File: src/design/cap_params.svh
// Overview of operation
// - slave port: 16-bit address, 32-bit data
// - variable-latency reads, valid marks data
// - stall while busy; master holds request
// - stall drops with read-data-valid
// - fixed timeout counter flags missing data
// - one clock, synchronous reset to idle
`ifndef CAP_PARAMS_SVH
`define CAP_PARAMS_SVH

`define CAP_ADDR_W        16
`define CAP_DATA_W        32
`define CAP_CLK_MHZ       10
`define CAP_TIMEOUT_NS    12800
`define CAP_TIMEOUT_CYC   ((`CAP_TIMEOUT_NS * `CAP_CLK_MHZ) / 1000)
`define CAP_CNT_W         8
`define CAP_READDATA_RST  32'h0000_0000
`define CAP_TIMEOUT_DATA  32'hdead_beef

`endif

File: src/design/cap_pkg.sv
`default_nettype none
package cap_pkg;
  typedef enum logic [1:0] {
    CAP_IDLE,
    CAP_RD_WAIT,
    CAP_WR_WAIT
  } cap_state_t;
endpackage
`default_nettype wire

File: src/design/cap_timer.sv
`include "cap_params.svh"
`default_nettype none
module cap_timer
(
  // clock and reset
  input  wire logic clk,
  input  wire logic rst_b,
  input  wire logic sync_clr,
  // control
  input  wire logic run,
  output logic      expired
);
  typedef struct packed {
    logic [`CAP_CNT_W-1:0] cnt;
  } cap_tmr_t;

  cap_tmr_t st_r;
  cap_tmr_t st_nxt;

  always_comb
  begin
    st_nxt = st_r;
    if (sync_clr || !run)
      st_nxt.cnt = '0;
    else if (!expired)
      st_nxt.cnt = st_r.cnt + `CAP_CNT_W'(1);
  end

  // fixed count, never reprogrammed
  assign expired = run && (st_r.cnt == `CAP_CNT_W'(`CAP_TIMEOUT_CYC - 1));

  always_ff @(posedge clk or negedge rst_b)
  begin
    if (!rst_b)
      st_r <= '0;
    else
      st_r <= st_nxt;
  end
endmodule // cap_timer
`default_nettype wire

File: src/design/cap_csr_port.sv
`include "cap_params.svh"
`default_nettype none
module cap_csr_port
(
  // clock and resets
  input  wire logic                   clk,
  input  wire logic                   rst_b,
  input  wire logic                   sync_reset,
  // bus master side
  input  wire logic [`CAP_ADDR_W-1:0] status_addr,
  input  wire logic                   status_read,
  input  wire logic                   status_write,
  input  wire logic [`CAP_DATA_W-1:0] status_writedata,
  output logic [`CAP_DATA_W-1:0]      status_readdata,
  output logic                        status_readdata_valid,
  output logic                        status_waitrequest,
  output logic                        status_read_timeout,
  // register fabric side
  output logic [`CAP_ADDR_W-1:0]      reg_addr,
  output logic                        reg_rd,
  output logic                        reg_wr,
  output logic [`CAP_DATA_W-1:0]      reg_wdata,
  input  wire logic [`CAP_DATA_W-1:0] reg_rdata,
  input  wire logic                   reg_ack
);
  typedef struct packed {
    cap_pkg::cap_state_t    state;
    logic [`CAP_DATA_W-1:0] rdata;
    logic                   rvalid;
    logic                   tout;
    // closing cycle of an access; the request still seen then is not new
    logic                   done;
  } cap_port_t;

  cap_port_t st_r;
  cap_port_t st_nxt;
  logic      expired;
  logic      busy;

  ////////////////////////////////////////////////////////////////////////////
  // request decode, shared by fabric strobes, stall and the state machine

  // read accepted only when idle and not in the closing cycle
  function automatic logic rd_take
  (
    input logic idle,
    input logic done,
    input logic rd
  );
    rd_take = idle && !done && rd;
  endfunction

  // write accepted under the same terms; a read wins a tie
  function automatic logic wr_take
  (
    input logic idle,
    input logic done,
    input logic rd,
    input logic wr
  );
    wr_take = idle && !done && wr && !rd;
  endfunction

  // any command on the bus
  function automatic logic req_any
  (
    input logic rd,
    input logic wr
  );
    req_any = rd || wr;
  endfunction

  // stall: busy, or a fresh command that has not been answered yet
  function automatic logic stall_level
  (
    input logic busy_now,
    input logic done,
    input logic rd,
    input logic wr
  );
    stall_level = busy_now || (req_any(rd, wr) && !done);
  endfunction

  // read answer: data, valid pulse and, on timeout, the flag
  function automatic cap_port_t answer_rd
  (
    input cap_port_t              s,
    input logic [`CAP_DATA_W-1:0] data,
    input logic                   tmo
  );
    answer_rd        = s;
    answer_rd.state  = cap_pkg::CAP_IDLE;
    answer_rd.rdata  = data;
    answer_rd.rvalid = 1'b1;
    answer_rd.tout   = tmo;
    answer_rd.done   = 1'b1;
  endfunction

  // write answer: no data, no valid, stall drops next cycle
  function automatic cap_port_t close_wr
  (
    input cap_port_t s
  );
    close_wr       = s;
    close_wr.state = cap_pkg::CAP_IDLE;
    close_wr.done  = 1'b1;
  endfunction

  // idle state as left by a reset
  function automatic cap_port_t idle_clear();
    idle_clear        = '0;
    idle_clear.state  = cap_pkg::CAP_IDLE;
    idle_clear.rdata  = `CAP_READDATA_RST;
    idle_clear.rvalid = 1'b0;
    idle_clear.tout   = 1'b0;
    idle_clear.done   = 1'b0;
  endfunction

  ////////////////////////////////////////////////////////////////////////////
  cap_timer u_timer
  (
    .clk      (clk),
    .rst_b    (rst_b),
    .sync_clr (sync_reset),
    .run      (busy),
    .expired  (expired)
  );

  assign busy = (st_r.state != cap_pkg::CAP_IDLE);

  // pass request straight to fabric; master holds it steady while stalled
  assign reg_addr  = status_addr;
  assign reg_wdata = status_writedata;
  assign reg_rd    = (st_r.state == cap_pkg::CAP_RD_WAIT)
                     || rd_take(!busy, st_r.done, status_read);
  assign reg_wr    = (st_r.state == cap_pkg::CAP_WR_WAIT)
                     || wr_take(!busy, st_r.done, status_read, status_write);

  ////////////////////////////////////////////////////////////////////////////
  // transfer timeline, one access at a time:
  //   c0     command seen while idle: taken, stall high, fabric strobe high
  //   c1..   waiting on the fabric acknowledge or the timer
  //   ack    answer registered at this edge
  //   next   closing cycle: stall low, valid pulse for a read, done high
  // the master still holds its command in the closing cycle, so done
  // keeps that same command from being taken a second time.
  // a read that never gets an acknowledge is closed by the timer with
  // filler data and the timeout flag, so the master is never left stalled.
  // a write that times out closes quietly, with no flag.
  always_comb
  begin
    st_nxt        = st_r;
    st_nxt.rvalid = 1'b0;
    st_nxt.tout   = 1'b0;
    st_nxt.done   = 1'b0;
    unique case (st_r.state)
      cap_pkg::CAP_IDLE:
      begin
        if (rd_take(1'b1, st_r.done, status_read))
          st_nxt.state = cap_pkg::CAP_RD_WAIT;
        else if (wr_take(1'b1, st_r.done, status_read, status_write))
          st_nxt.state = cap_pkg::CAP_WR_WAIT;
      end
      cap_pkg::CAP_RD_WAIT:
      begin
        if (reg_ack)
          st_nxt = answer_rd(st_r, reg_rdata, 1'b0);
        else if (expired)
          st_nxt = answer_rd(st_r, `CAP_TIMEOUT_DATA, 1'b1);
      end
      cap_pkg::CAP_WR_WAIT:
      begin
        if (reg_ack || expired)
          st_nxt = close_wr(st_r);
      end
    endcase
    if (sync_reset)
      st_nxt = idle_clear();
  end

  always_ff @(posedge clk or negedge rst_b)
  begin
    if (!rst_b)
    begin
      st_r.state  <= cap_pkg::CAP_IDLE;
      st_r.rdata  <= `CAP_READDATA_RST;
      st_r.rvalid <= 1'b0;
      st_r.tout   <= 1'b0;
      st_r.done   <= 1'b0;
    end
    else
      st_r <= st_nxt;
  end

  ////////////////////////////////////////////////////////////////////////////
  // stall until the answer cycle; drops with readdata_valid
  assign status_waitrequest    = stall_level(busy, st_r.done,
                                             status_read, status_write);
  assign status_readdata       = st_r.rdata;
  assign status_readdata_valid = st_r.rvalid;
  assign status_read_timeout   = st_r.tout;
endmodule // cap_csr_port
`default_nettype wire

File: config.mk
export PLATFORM = sky130hd
export DESIGN_NAME = cap_csr_port
export DESIGN_NICKNAME = d
export VERILOG_FILES = /design/src/design/cap_pkg.sv /design/src/design/cap_timer.sv /design/src/design/cap_csr_port.sv
export VERILOG_INCLUDE_DIRS = /design/src /design/src/design
export SDC_FILE = /design/constraint.sdc
export NUM_CORES = 1
export LEC_CHECK = 0
export ABC_AREA = 1
export BUFFER_PORTS_ARGS = -buffer_cell sky130_fd_sc_hd__clkbuf_2
export CELL_PAD_IN_SITES_DETAIL_PLACEMENT = 0
export CELL_PAD_IN_SITES_GLOBAL_PLACEMENT = 1
export CORE_AREA = 4 4 104 106
export CTS_CLUSTER_DIAMETER = 60
export CTS_CLUSTER_SIZE = 28
export DETAILED_ROUTE_END_ITERATION = 10
export DIE_AREA = 0 0 108 110
export GPL_ROUTABILITY_DRIVEN = 0
export HOLD_SLACK_MARGIN = 0.08
export PLACE_DENSITY_LB_ADDON = 0.1
export RECOVER_POWER = 25
export SLEW_MARGIN = 15
export SYNTH_ARGS = -nofsm -noshare
export SYNTH_HDL_FRONTEND = slang
export SYNTH_SLANG_ARGS = --single-unit
export TNS_END_PERCENT = 50
File: constraint.sdc
create_clock -name clk -period 1.88 [get_ports clk]
set_input_delay 0.282 -clock clk [delete_from_list [all_inputs] [get_ports clk]]
set_output_delay 0.282 -clock clk [all_outputs]
set_load 0.005 [all_outputs]
==> impl_metrics.py, run 1 <==
metrics = {
    "timing": {
        "worst-slew-pin-transition_ns": 0.614,
        "setup_viol": 0,
        "period_needed_ns": 1.74,
        "hold_viol": 0,
        "maxSlewViolCount": 0,
        "fmax_ghz": 0.574,
        "fin_tns_setup_ns": 0,
        "fin_crit_sh": 0.927,
        "rsz0062_at_grt": "no",
        "relSlewSlack": 0.590,
        "fin_skew_ns": 0.00431,
    },
    "route": {
        "drc": 0,
        "avgViaCountPerCell": 4.33,
        "drt_wl_total_mm": 6.79,
        "met3_length_um": 466,
        "firstDrtPassIters": 4,
        "avgRoutedWirePerCell_um": 14.1,
        "dr_wl_met2_mm": 2.95,
        "vias": 2092,
        "top_layer": "met4",
        "ant_nets": 0,
        "wl_met1_mm": 3.21,
        "drt-initial-drc-count": 42,
    },
    "power": {
        "vdd_drop_max_mv": 0.259,
        "p_per_area_nw_per_um2": 697,
        "leakagePower_nw": 1.49,
    },
    "grt": {
        "grt_max_degree": 65,
        "grtUsageTotal": 0.110,
        "grt_first_pass_wirelength_mm": 10.3,
        "grt_pass1_vias": 2023,
        "antenna_found_initial": 0,
        "gr-total-overflow": 0,
    },
    "finish": {
        "drive_gt1_frac": 0.494,
        "finalNetCount": 439,
        "syn_to_final_growth_pct": 0.889,
        "fillers": 1077,
        "n_antenna_cell": 0,
        "fin_cells": 483,
        "post-route-util": 0.320,
    },
    "place": {
        "hpwl_mm": 4.62,
        "dp.cells": 474,
        "place.port_buffers": 74,
    },
    "floorplan": {
        "core_um2": 9770,
        "initial_core_util": 0.317,
        "die_y_um": 110,
        "rows": 36,
        "dieArea_um2": 11900,
        "ioPinCount": 171,
        "fp.dieW_um": 108,
    },
    "hold_path": {
        "hold_path_class": "input port to asynchronous set/reset pin",
    },
    "synthesis": {
        "synth_top_area_share": 0.363,
        "async_flop_share": 1.00,
        "yosys.area.top_type": "dfrtp_1",
        "ys_top_cells_by_count": "buf_4, nand2_1, dfrtp_1",
        "synthesis.nets": 443,
        "ys.flop_type": "dfrtp_1",
        "synth_seq_cells": 45,
        "syn_avg_cell_area_um2": 8.78,
        "synth-edff-count": 0,
        "yosys.cell_count.top_type": "buf_4",
        "ys_seq_area_frac": 0.363,
        "ys_warn_count": 0,
        "synthCells": 353,
        "ys_top_cells_by_area": "dfrtp_1, buf_4, nand2_1, or2_2, nand3_2",
        "synth.cell_area_um2": 3100,
        "synth.distinct_cells": 29,
    },
    "critical_path": {
        "r2r_start": "st_r[35]",
        "endpoint_kind": "output pin",
        "required_ns": 1.60,
        "critPathMaxFanout": 4,
        "arrival_ns": 1.46,
        "path_class": "register to output pin",
        "rr_worst_depth": 11,
        "crit_path_start_kind": "register",
        "reg2reg_to": "status_readdata[13]",
        "r2r_setup_slack_ns": 0.14,
    },
    "clock_network": {
        "root_buffer": "clkbuf_8",
        "cts_sinks": 45,
        "cts_resized": 0,
        "cts_tree": "done",
        "clock_latency_ns": 0.29,
        "cts_hold_buf": 0,
        "post_cts_buffers": 0,
        "path_clk_slew_ns": 0.09,
        "cts_buffers": 5,
        "clockBufferDepth": 2,
        "h-tree-depth": 2,
    },
    "status": {
        "outcome": "finished clean",
    },
    "job": {
        "drv_cap": 0,
    },
}
==> area by class of cell <==
type	count	area [µm²]	share of cell area
Clock buffer	7	96.3	0.0308
Clock inverter	1	5.00	0.00160
Inverter	14	52.6	0.0168
Multi-Input combinational cell	200	1200	0.384
Sequential cell	45	1130	0.360
Tap cell	133	166	0.0532
Timing Repair Buffer	83	480	0.154
==> per-stage QoR <==
step	hold slack [ns]	setup slack (ns)	power, mW	cell area, µm²
2_1_floorplan	-0.0136	0.362	1.44	3100
3_3_place_gp	0.436	0.130	1.52	2990
3_5_place_dp	0.428	0.104	1.51	2990
4_1_cts	0.0970	0.0751	2.21	3090
5_1_grt	0.112	0.0421	2.33	3130
6_report	0.0604	0.138	2.18	3130
==> state kept, by name (all words and copies together), names as in the netlist <==
register               cells
status_readdata           32
status_readdata_valid      1
st_r                       3
u_timer.st_r               8
status_read_timeout        1
==> logic make-up after synthesis <==
| family | share of synthesized area |
|---|---|
| flip-flops | 0.363 |
| AO/OA/AOI/OAI | 0.0913 |
| AND/OR/NAND/NOR | 0.271 |
| XOR/XNOR | 0.00566 |
| buffers and inverters | 0.252 |
| adder cells (fa/ha/maj) | 0.0162 |
==> layer usage <==
metal | global-route usage | up-vias
met5 | 0 | -
met4 | 0.0451 | 0
met3 | 0.0320 | 23
met2 | 0.162 | 76
met1 | 0.151 | 941
li1 | - | 1052
==> cells in the final DEF, fill, tap and decap left out, types with 2 or more instances in the layout <==
cell,synthesis,routed
a21oi_1,3,3
buf_12,2,2
buf_4,82,6
clkbuf_2,0,74
clkbuf_8,1,7
dfrtp_1,45,45
ha_1,4,4
inv_1,8,8
inv_2,6,6
nand2_1,61,61
nand2_2,5,4
nand3_1,22,22
nand3_2,18,18
nand4_1,3,3
nor2_1,7,6
nor2_2,1,2
nor2_4,2,2
o21ai_0,4,4
o21ai_1,18,18
o21ai_2,18,18
or2_2,29,29
==> worst max path at each step <==
stage / slack [ns] / depth (start not counted) / startpoint / endpoint
CTS: 0.08 / 11 / st_r[35] / status_readdata[21]
floorplan: 0.36 / 10 / st_r[35] / status_readdata[10]
detailed placement: 0.10 / 11 / st_r[35] / status_readdata[21]
global placement: 0.13 / 11 / st_r[35] / status_readdata[13]
global route: 0.04 / 6 / st_r[35] / reg_wr
finish: 0.14 / 6 / st_r[35] / reg_wr
==> power breakdown <==
group	total [mW]	switching, mW	internal, mW
Combinational	0.484	0.296	0.188
Sequential	1.02	0.0242	1.00
Clock	0.671	0.338	0.333
==> critical path, stage by stage, from the launching register on <==
cell and delay, ns:
dfrtp_1 0.42, inv_1 0.09, ha_1 0.18, buf_4 0.14
nand3_1 0.06, o21ai_0 0.14, clkbuf_2 0.13
Power figures use the tool's default switching activity.
==> run 2, diff against run 1 <==
--- a/config.mk
+++ b/config.mk
@@ -17,7 +17,7 @@
 export DIE_AREA = 0 0 108 110
 export GPL_ROUTABILITY_DRIVEN = 0
 export HOLD_SLACK_MARGIN = 0.08
-export PLACE_DENSITY_LB_ADDON = 0.1
+export PLACE_DENSITY_LB_ADDON = 0.05
 export RECOVER_POWER = 25
 export SLEW_MARGIN = 15
 export SYNTH_ARGS = -nofsm -noshare
==> impl_metrics.py, run 2 (synthesis results as in run 1) <==
metrics = {
    "status": {
        "outcome": "finished clean",
    },
    "floorplan": {
        "initial_core_util": 0.317,
        "die_y_um": 110,
        "dieArea_um2": 11900,
        "fp.dieW_um": 108,
        "ioPinCount": 171,
        "rows": 36,
        "core_um2": 9770,
    },
    "timing": {
        "fin_skew_ns": 0.0105,
        "fin_crit_sh": 0.923,
        "maxSlewViolCount": 0,
        "setup_viol": 0,
        "hold_viol": 0,
        "worst-slew-pin-transition_ns": 0.359,
        "fmax_ghz": 0.576,
        "period_needed_ns": 1.74,
        "relSlewSlack": 0.760,
        "whs_ns": 0.210,
        "fin_ws_ns": 0.144,
    },
    "route": {
        "drt-initial-drc-count": 78,
        "drc": 0,
        "vias": 2127,
        "avgRoutedWirePerCell_um": 14.5,
        "drt_wl_total_mm": 7.04,
        "ant_nets": 0,
        "avgViaCountPerCell": 4.38,
        "firstDrtPassIters": 4,
    },
    "grt": {
        "gr-total-overflow": 0,
        "grtUsageTotal": 0.115,
        "grt_max_degree": 65,
        "grt_first_pass_wirelength_mm": 10.9,
        "grt_pass1_vias": 2117,
        "antenna_found_initial": 0,
    },
    "critical_path": {
        "timing.critical_path.from": "st_r[36]",
        "r2r_setup_slack_ns": 0.14,
        "crit_family": "flip-flops",
        "r2r_start": "st_r[35]",
        "arrival_ns": 1.45,
        "critPathMaxFanout": 4,
        "crit_buf_inv": 3,
        "endpoint_kind": "output pin",
        "slowest_delay_ns": 0.42,
        "path_class": "register to output pin",
        "slowest_stage": "dfrtp_1",
        "required_ns": 1.60,
        "crit_path_start_kind": "register",
        "path_cells": "inv_1 > ha_1 > buf_4 > nand3_1 > o21ai_0 > clkbuf_2",
    },
    "clock_network": {
        "clock_latency_ns": 0.30,
        "h-tree-depth": 2,
        "root_buffer": "clkbuf_8",
        "clockBufferDepth": 2,
        "cts_tree": "done",
        "path_clk_slew_ns": 0.09,
        "cts_buffers": 5,
        "cts_sinks": 45,
    },
    "power": {
        "swShare": 0.314,
        "vdd_drop_max_mv": 0.237,
        "p_int_mw": 1.45,
        "combinationalPowerShare": 0.232,
        "p_clk_frac": 0.284,
        "p_per_area_nw_per_um2": 674,
        "p_seq_frac": 0.484,
        "switchingPower_mw": 0.664,
        "leakagePower_nw": 1.50,
    },
    "place": {
        "place_ws_ns": 0.0875,
        "hpwl_mm": 4.91,
        "place.port_buffers": 74,
    },
    "finish": {
        "n_antenna_cell": 0,
        "final_cell_mix": "clkbuf_2, nand2_1, dfrtp_1",
        "finalNetCount": 442,
        "largest_reg_flops": 32,
        "drive_gt1_frac": 0.493,
        "final_common_cell": "clkbuf_2",
        "syn_to_final_growth_pct": 1.49,
    },
    "hold_path": {
        "hold_path_class": "input port to register",
        "min_from": "reg_rdata[20]",
    },
    "job": {
        "drv_cap": 0,
    },
}
run 2: changes by cell type in the layout (fill, tap and decap cells not counted):
cell           previous run  this run
buf_12                    2         3
buf_4                     6         7
clkbuf_1                  0         1
clkbuf_8                  7         5
clkinv_2                  1         2
dlygate4sd3_1             0         1
run 2: worst paths after layout:
check / end / cells after the start
worst max-delay path: reg_wr / 6
worst min-delay path: status_readdata[20] / 3
worst max register to register: status_readdata[4] / 11
worst min register to register: status_readdata[5] / 2
max in group asynchronous: status_readdata[9] / 3
min in group asynchronous: status_readdata[24] / 3
run 2: power by group through the flow:
stage	Combinational [mW]	Sequential [mW]	Clock, mW
2_1_floorplan	0.405	1.04	0
3_3_place_gp	0.485	1.04	0
3_5_place_dp	0.480	1.04	0
4_1_cts	0.485	1.03	0.621
5_1_grt	0.563	1.03	0.658
6_report	0.492	1.02	0.602
run 2: what timing repair did:
| item | 4_1_cts | 5_1_grt |
|---|---|---|
| setup endpoints to repair | 0 | 32 |
| buffers inserted | 0 | 0 |
| hold buffers | 1 | 0 |
| hold endpoints to repair | 45 | 0 |
| resized for setup | 0 | 2 |
run 2: metal layers:
| layer | vias up | part of all wire | GRT usage |
|---|---|---|---|
| li1 | 1051 | - | - |
| met3 | 31 | 0.080 | 0.0361 |
| met5 | - | 0 | 0 |
| met4 | 0 | 0.023 | 0.0496 |
| met2 | 67 | 0.43 | 0.169 |
| met1 | 978 | 0.47 | 0.155 |
run 2: worst min-delay path: stages:
cell      delay (ns)
clkbuf_2        0.08
nand2_1         0.05
o21ai_1         0.06
run 2: stage by stage:
step	power, mW	area, µm²	instances	TNS (ns)	util
finish	2.12	3140	486	0	0.322
floorplan	1.44	3100	353	0	-
CTS	2.13	3110	485	0	0.318
detailed placement	1.52	3020	476	0	0.309
global placement	1.53	3020	476	0	0.309
global route	2.25	3140	486	-0.0537	0.322
run 2: layout make-up:
class / count / area, µm²
multi-input combinational: 200 / 1200
fill: 1099 / 6630
clock inverter: 2 / 10.0
inverter: 14 / 52.6
clock buffer: 6 / 72.6
sequential: 45 / 1130
tap: 133 / 166
timing repair buffer: 86 / 518
==> run 3, diff against run 2 <==
--- a/config.mk
+++ b/config.mk
@@ -7,14 +7,15 @@
 export NUM_CORES = 1
 export LEC_CHECK = 0
 export ABC_AREA = 1
+export ABC_CLOCK_PERIOD_IN_PS = 1880
 export BUFFER_PORTS_ARGS = -buffer_cell sky130_fd_sc_hd__clkbuf_2
 export CELL_PAD_IN_SITES_DETAIL_PLACEMENT = 0
 export CELL_PAD_IN_SITES_GLOBAL_PLACEMENT = 1
-export CORE_AREA = 4 4 104 106
+export CORE_AREA = 2 2 102 104
 export CTS_CLUSTER_DIAMETER = 60
 export CTS_CLUSTER_SIZE = 28
 export DETAILED_ROUTE_END_ITERATION = 10
-export DIE_AREA = 0 0 108 110
+export DIE_AREA = 0 0 104 106
 export GPL_ROUTABILITY_DRIVEN = 0
 export HOLD_SLACK_MARGIN = 0.08
 export PLACE_DENSITY_LB_ADDON = 0.05
==> impl_metrics.py, run 3 (synthesis results as in run 1) <==
metrics = {
    "status": {
        "outcome": "finished clean",
    },
    "finish": {
        "final_area_um2": 3160,
        "post-route-util": 0.316,
        "syn_to_final_growth_pct": 1.94,
        "fin_cells": 489,
        "final_cell_mix": "clkbuf_2, nand2_1, dfrtp_1",
        "drive_gt1_frac": 0.496,
        "largest_reg_flops": 32,
        "finalNetCount": 442,
        "final_common_cell": "clkbuf_2",
        "n_antenna_cell": 0,
    },
    "floorplan": {
        "ioPinCount": 171,
        "core_um2": 10000,
        "die_y_um": 106,
        "dieArea_um2": 11000,
        "fp.dieW_um": 104,
        "rows": 37,
        "initial_core_util": 0.310,
    },
    "timing": {
        "relSlewSlack": 0.576,
        "whs_ns": 0.0829,
        "worst-slew-pin-transition_ns": 0.636,
        "fin_skew_ns": 0.0113,
        "maxSlewViolCount": 0,
        "fin_tns_setup_ns": 0,
        "fin_crit_sh": 0.937,
        "period_needed_ns": 1.76,
        "fin_ws_ns": 0.118,
        "setup_viol": 0,
        "fmax_ghz": 0.568,
        "rsz0062_at_grt": "no",
        "hold_viol": 0,
    },
    "route": {
        "drc": 0,
        "ant_nets": 0,
        "firstDrtPassIters": 4,
        "drt-initial-drc-count": 64,
        "avgViaCountPerCell": 4.39,
        "vias": 2145,
        "avgRoutedWirePerCell_um": 14.4,
        "drt_wl_total_mm": 7.06,
    },
    "critical_path": {
        "slowest_delay_ns": 0.41,
        "required_ns": 1.60,
        "arrival_ns": 1.48,
        "path_cells": "inv_1 > ha_1 > buf_4 > nand3_1 > o21ai_0 > clkbuf_2",
        "critPathMaxFanout": 4,
        "path_class": "register to output pin",
        "crit_buf_inv": 3,
        "endpoint_kind": "output pin",
        "slowest_stage": "dfrtp_1",
        "crit_family": "flip-flops",
        "crit_path_start_kind": "register",
    },
    "grt": {
        "antenna_found_initial": 0,
        "grt_first_pass_wirelength_mm": 10.8,
        "gr-total-overflow": 0,
        "grt_pass1_vias": 2131,
        "grtUsageTotal": 0.121,
        "grt_max_degree": 65,
    },
    "clock_network": {
        "cts_sinks": 45,
        "root_buffer": "clkbuf_8",
        "clock_latency_ns": 0.29,
        "cts_hold_buf": 0,
        "h-tree-depth": 2,
        "cts_tree": "done",
        "cts_buffers": 5,
        "path_clk_slew_ns": 0.09,
        "clockBufferDepth": 2,
    },
    "hold_path": {
        "hold_path_class": "input port to asynchronous set/reset pin",
    },
    "place": {
        "placed_cell_area_um2": 2980,
        "dp.cells": 477,
        "place.port_buffers": 74,
        "place_ws_ns": 0.0843,
        "hpwl_mm": 4.46,
    },
    "power": {
        "power.total_mw": 2.31,
        "p_clk_frac": 0.337,
        "p_per_area_nw_per_um2": 732,
        "vdd_drop_max_mv": 0.311,
        "swShare": 0.293,
        "switchingPower_mw": 0.678,
        "combinationalPowerShare": 0.220,
        "leakagePower_nw": 1.51,
        "p_int_mw": 1.63,
        "p_seq_frac": 0.443,
    },
    "job": {
        "drv_cap": 0,
    },
}
[run 3: changes by cell type in the layout (fill, tap and decap cells not counted)]
cell           before  now
clkinv_2            2    0
bufinv_16           0    1
clkbuf_8            5    6
buf_12              3    1
buf_6               0    1
buf_4               7    9
dlygate4sd3_1       1    0
[run 3: area by class of cell]
class | count | area [µm²]
multi-input cells | 200 | 1200
fillers | 1112 | 6840
inverters | 14 | 52.6
repair buffers | 86 | 494
well taps | 136 | 170
flip-flops and latches | 45 | 1130
clock inverters | 1 | 30.0
clock buffers | 7 | 86.3
[run 3: repair_timing]
action,in CTS,in global routing
setup buffers,0,2
endpoints found under the setup margin,0,32
resized for setup,0,2
[run 3: path summary, 6_finish.rpt]
path,start,to,slack (ns),cells past startpoint
hold / removal,rst_b,status_readdata[24],0.08,2
setup / recovery,st_r[35],reg_wr,0.12,6
max in group asynchronous,rst_b,u_timer.st_r[4],1.36,2
min in group clk,reg_rdata[24],status_readdata[24],0.21,3
hold reg to reg,status_readdata[6],status_readdata[6],0.49,2
setup reg to reg,st_r[35],status_readdata[23],0.15,11
[run 3: power by group through the flow]
stage | sequential (mW) | clock, mW | combinational (mW)
after floorplan | 1.04 | 0 | 0.405
after global placement | 1.04 | 0 | 0.476
after detailed placement | 1.04 | 0 | 0.471
after CTS | 1.02 | 0.814 | 0.473
after global routing | 1.03 | 0.850 | 0.571
final | 1.02 | 0.779 | 0.509
[run 3: metal layers]
layer	track usage	wire length, µm
met1	0.173	3420
met2	0.183	3290
met3	0.0331	303
met4	0.0222	48
met5	0	0
[run 3: worst register-to-register path, cell delays in order, from the launching register on]
cell and delay (ns):
dfrtp_1 0.39, inv_1 0.08, ha_1 0.22, inv_2 0.06, nand2_1 0.05, nor2_2 0.12, nand2_4 0.14, nand2_2 0.09
nand2_2 0.11, buf_12 0.20, nand2_1 0.11, o21ai_1 0.06
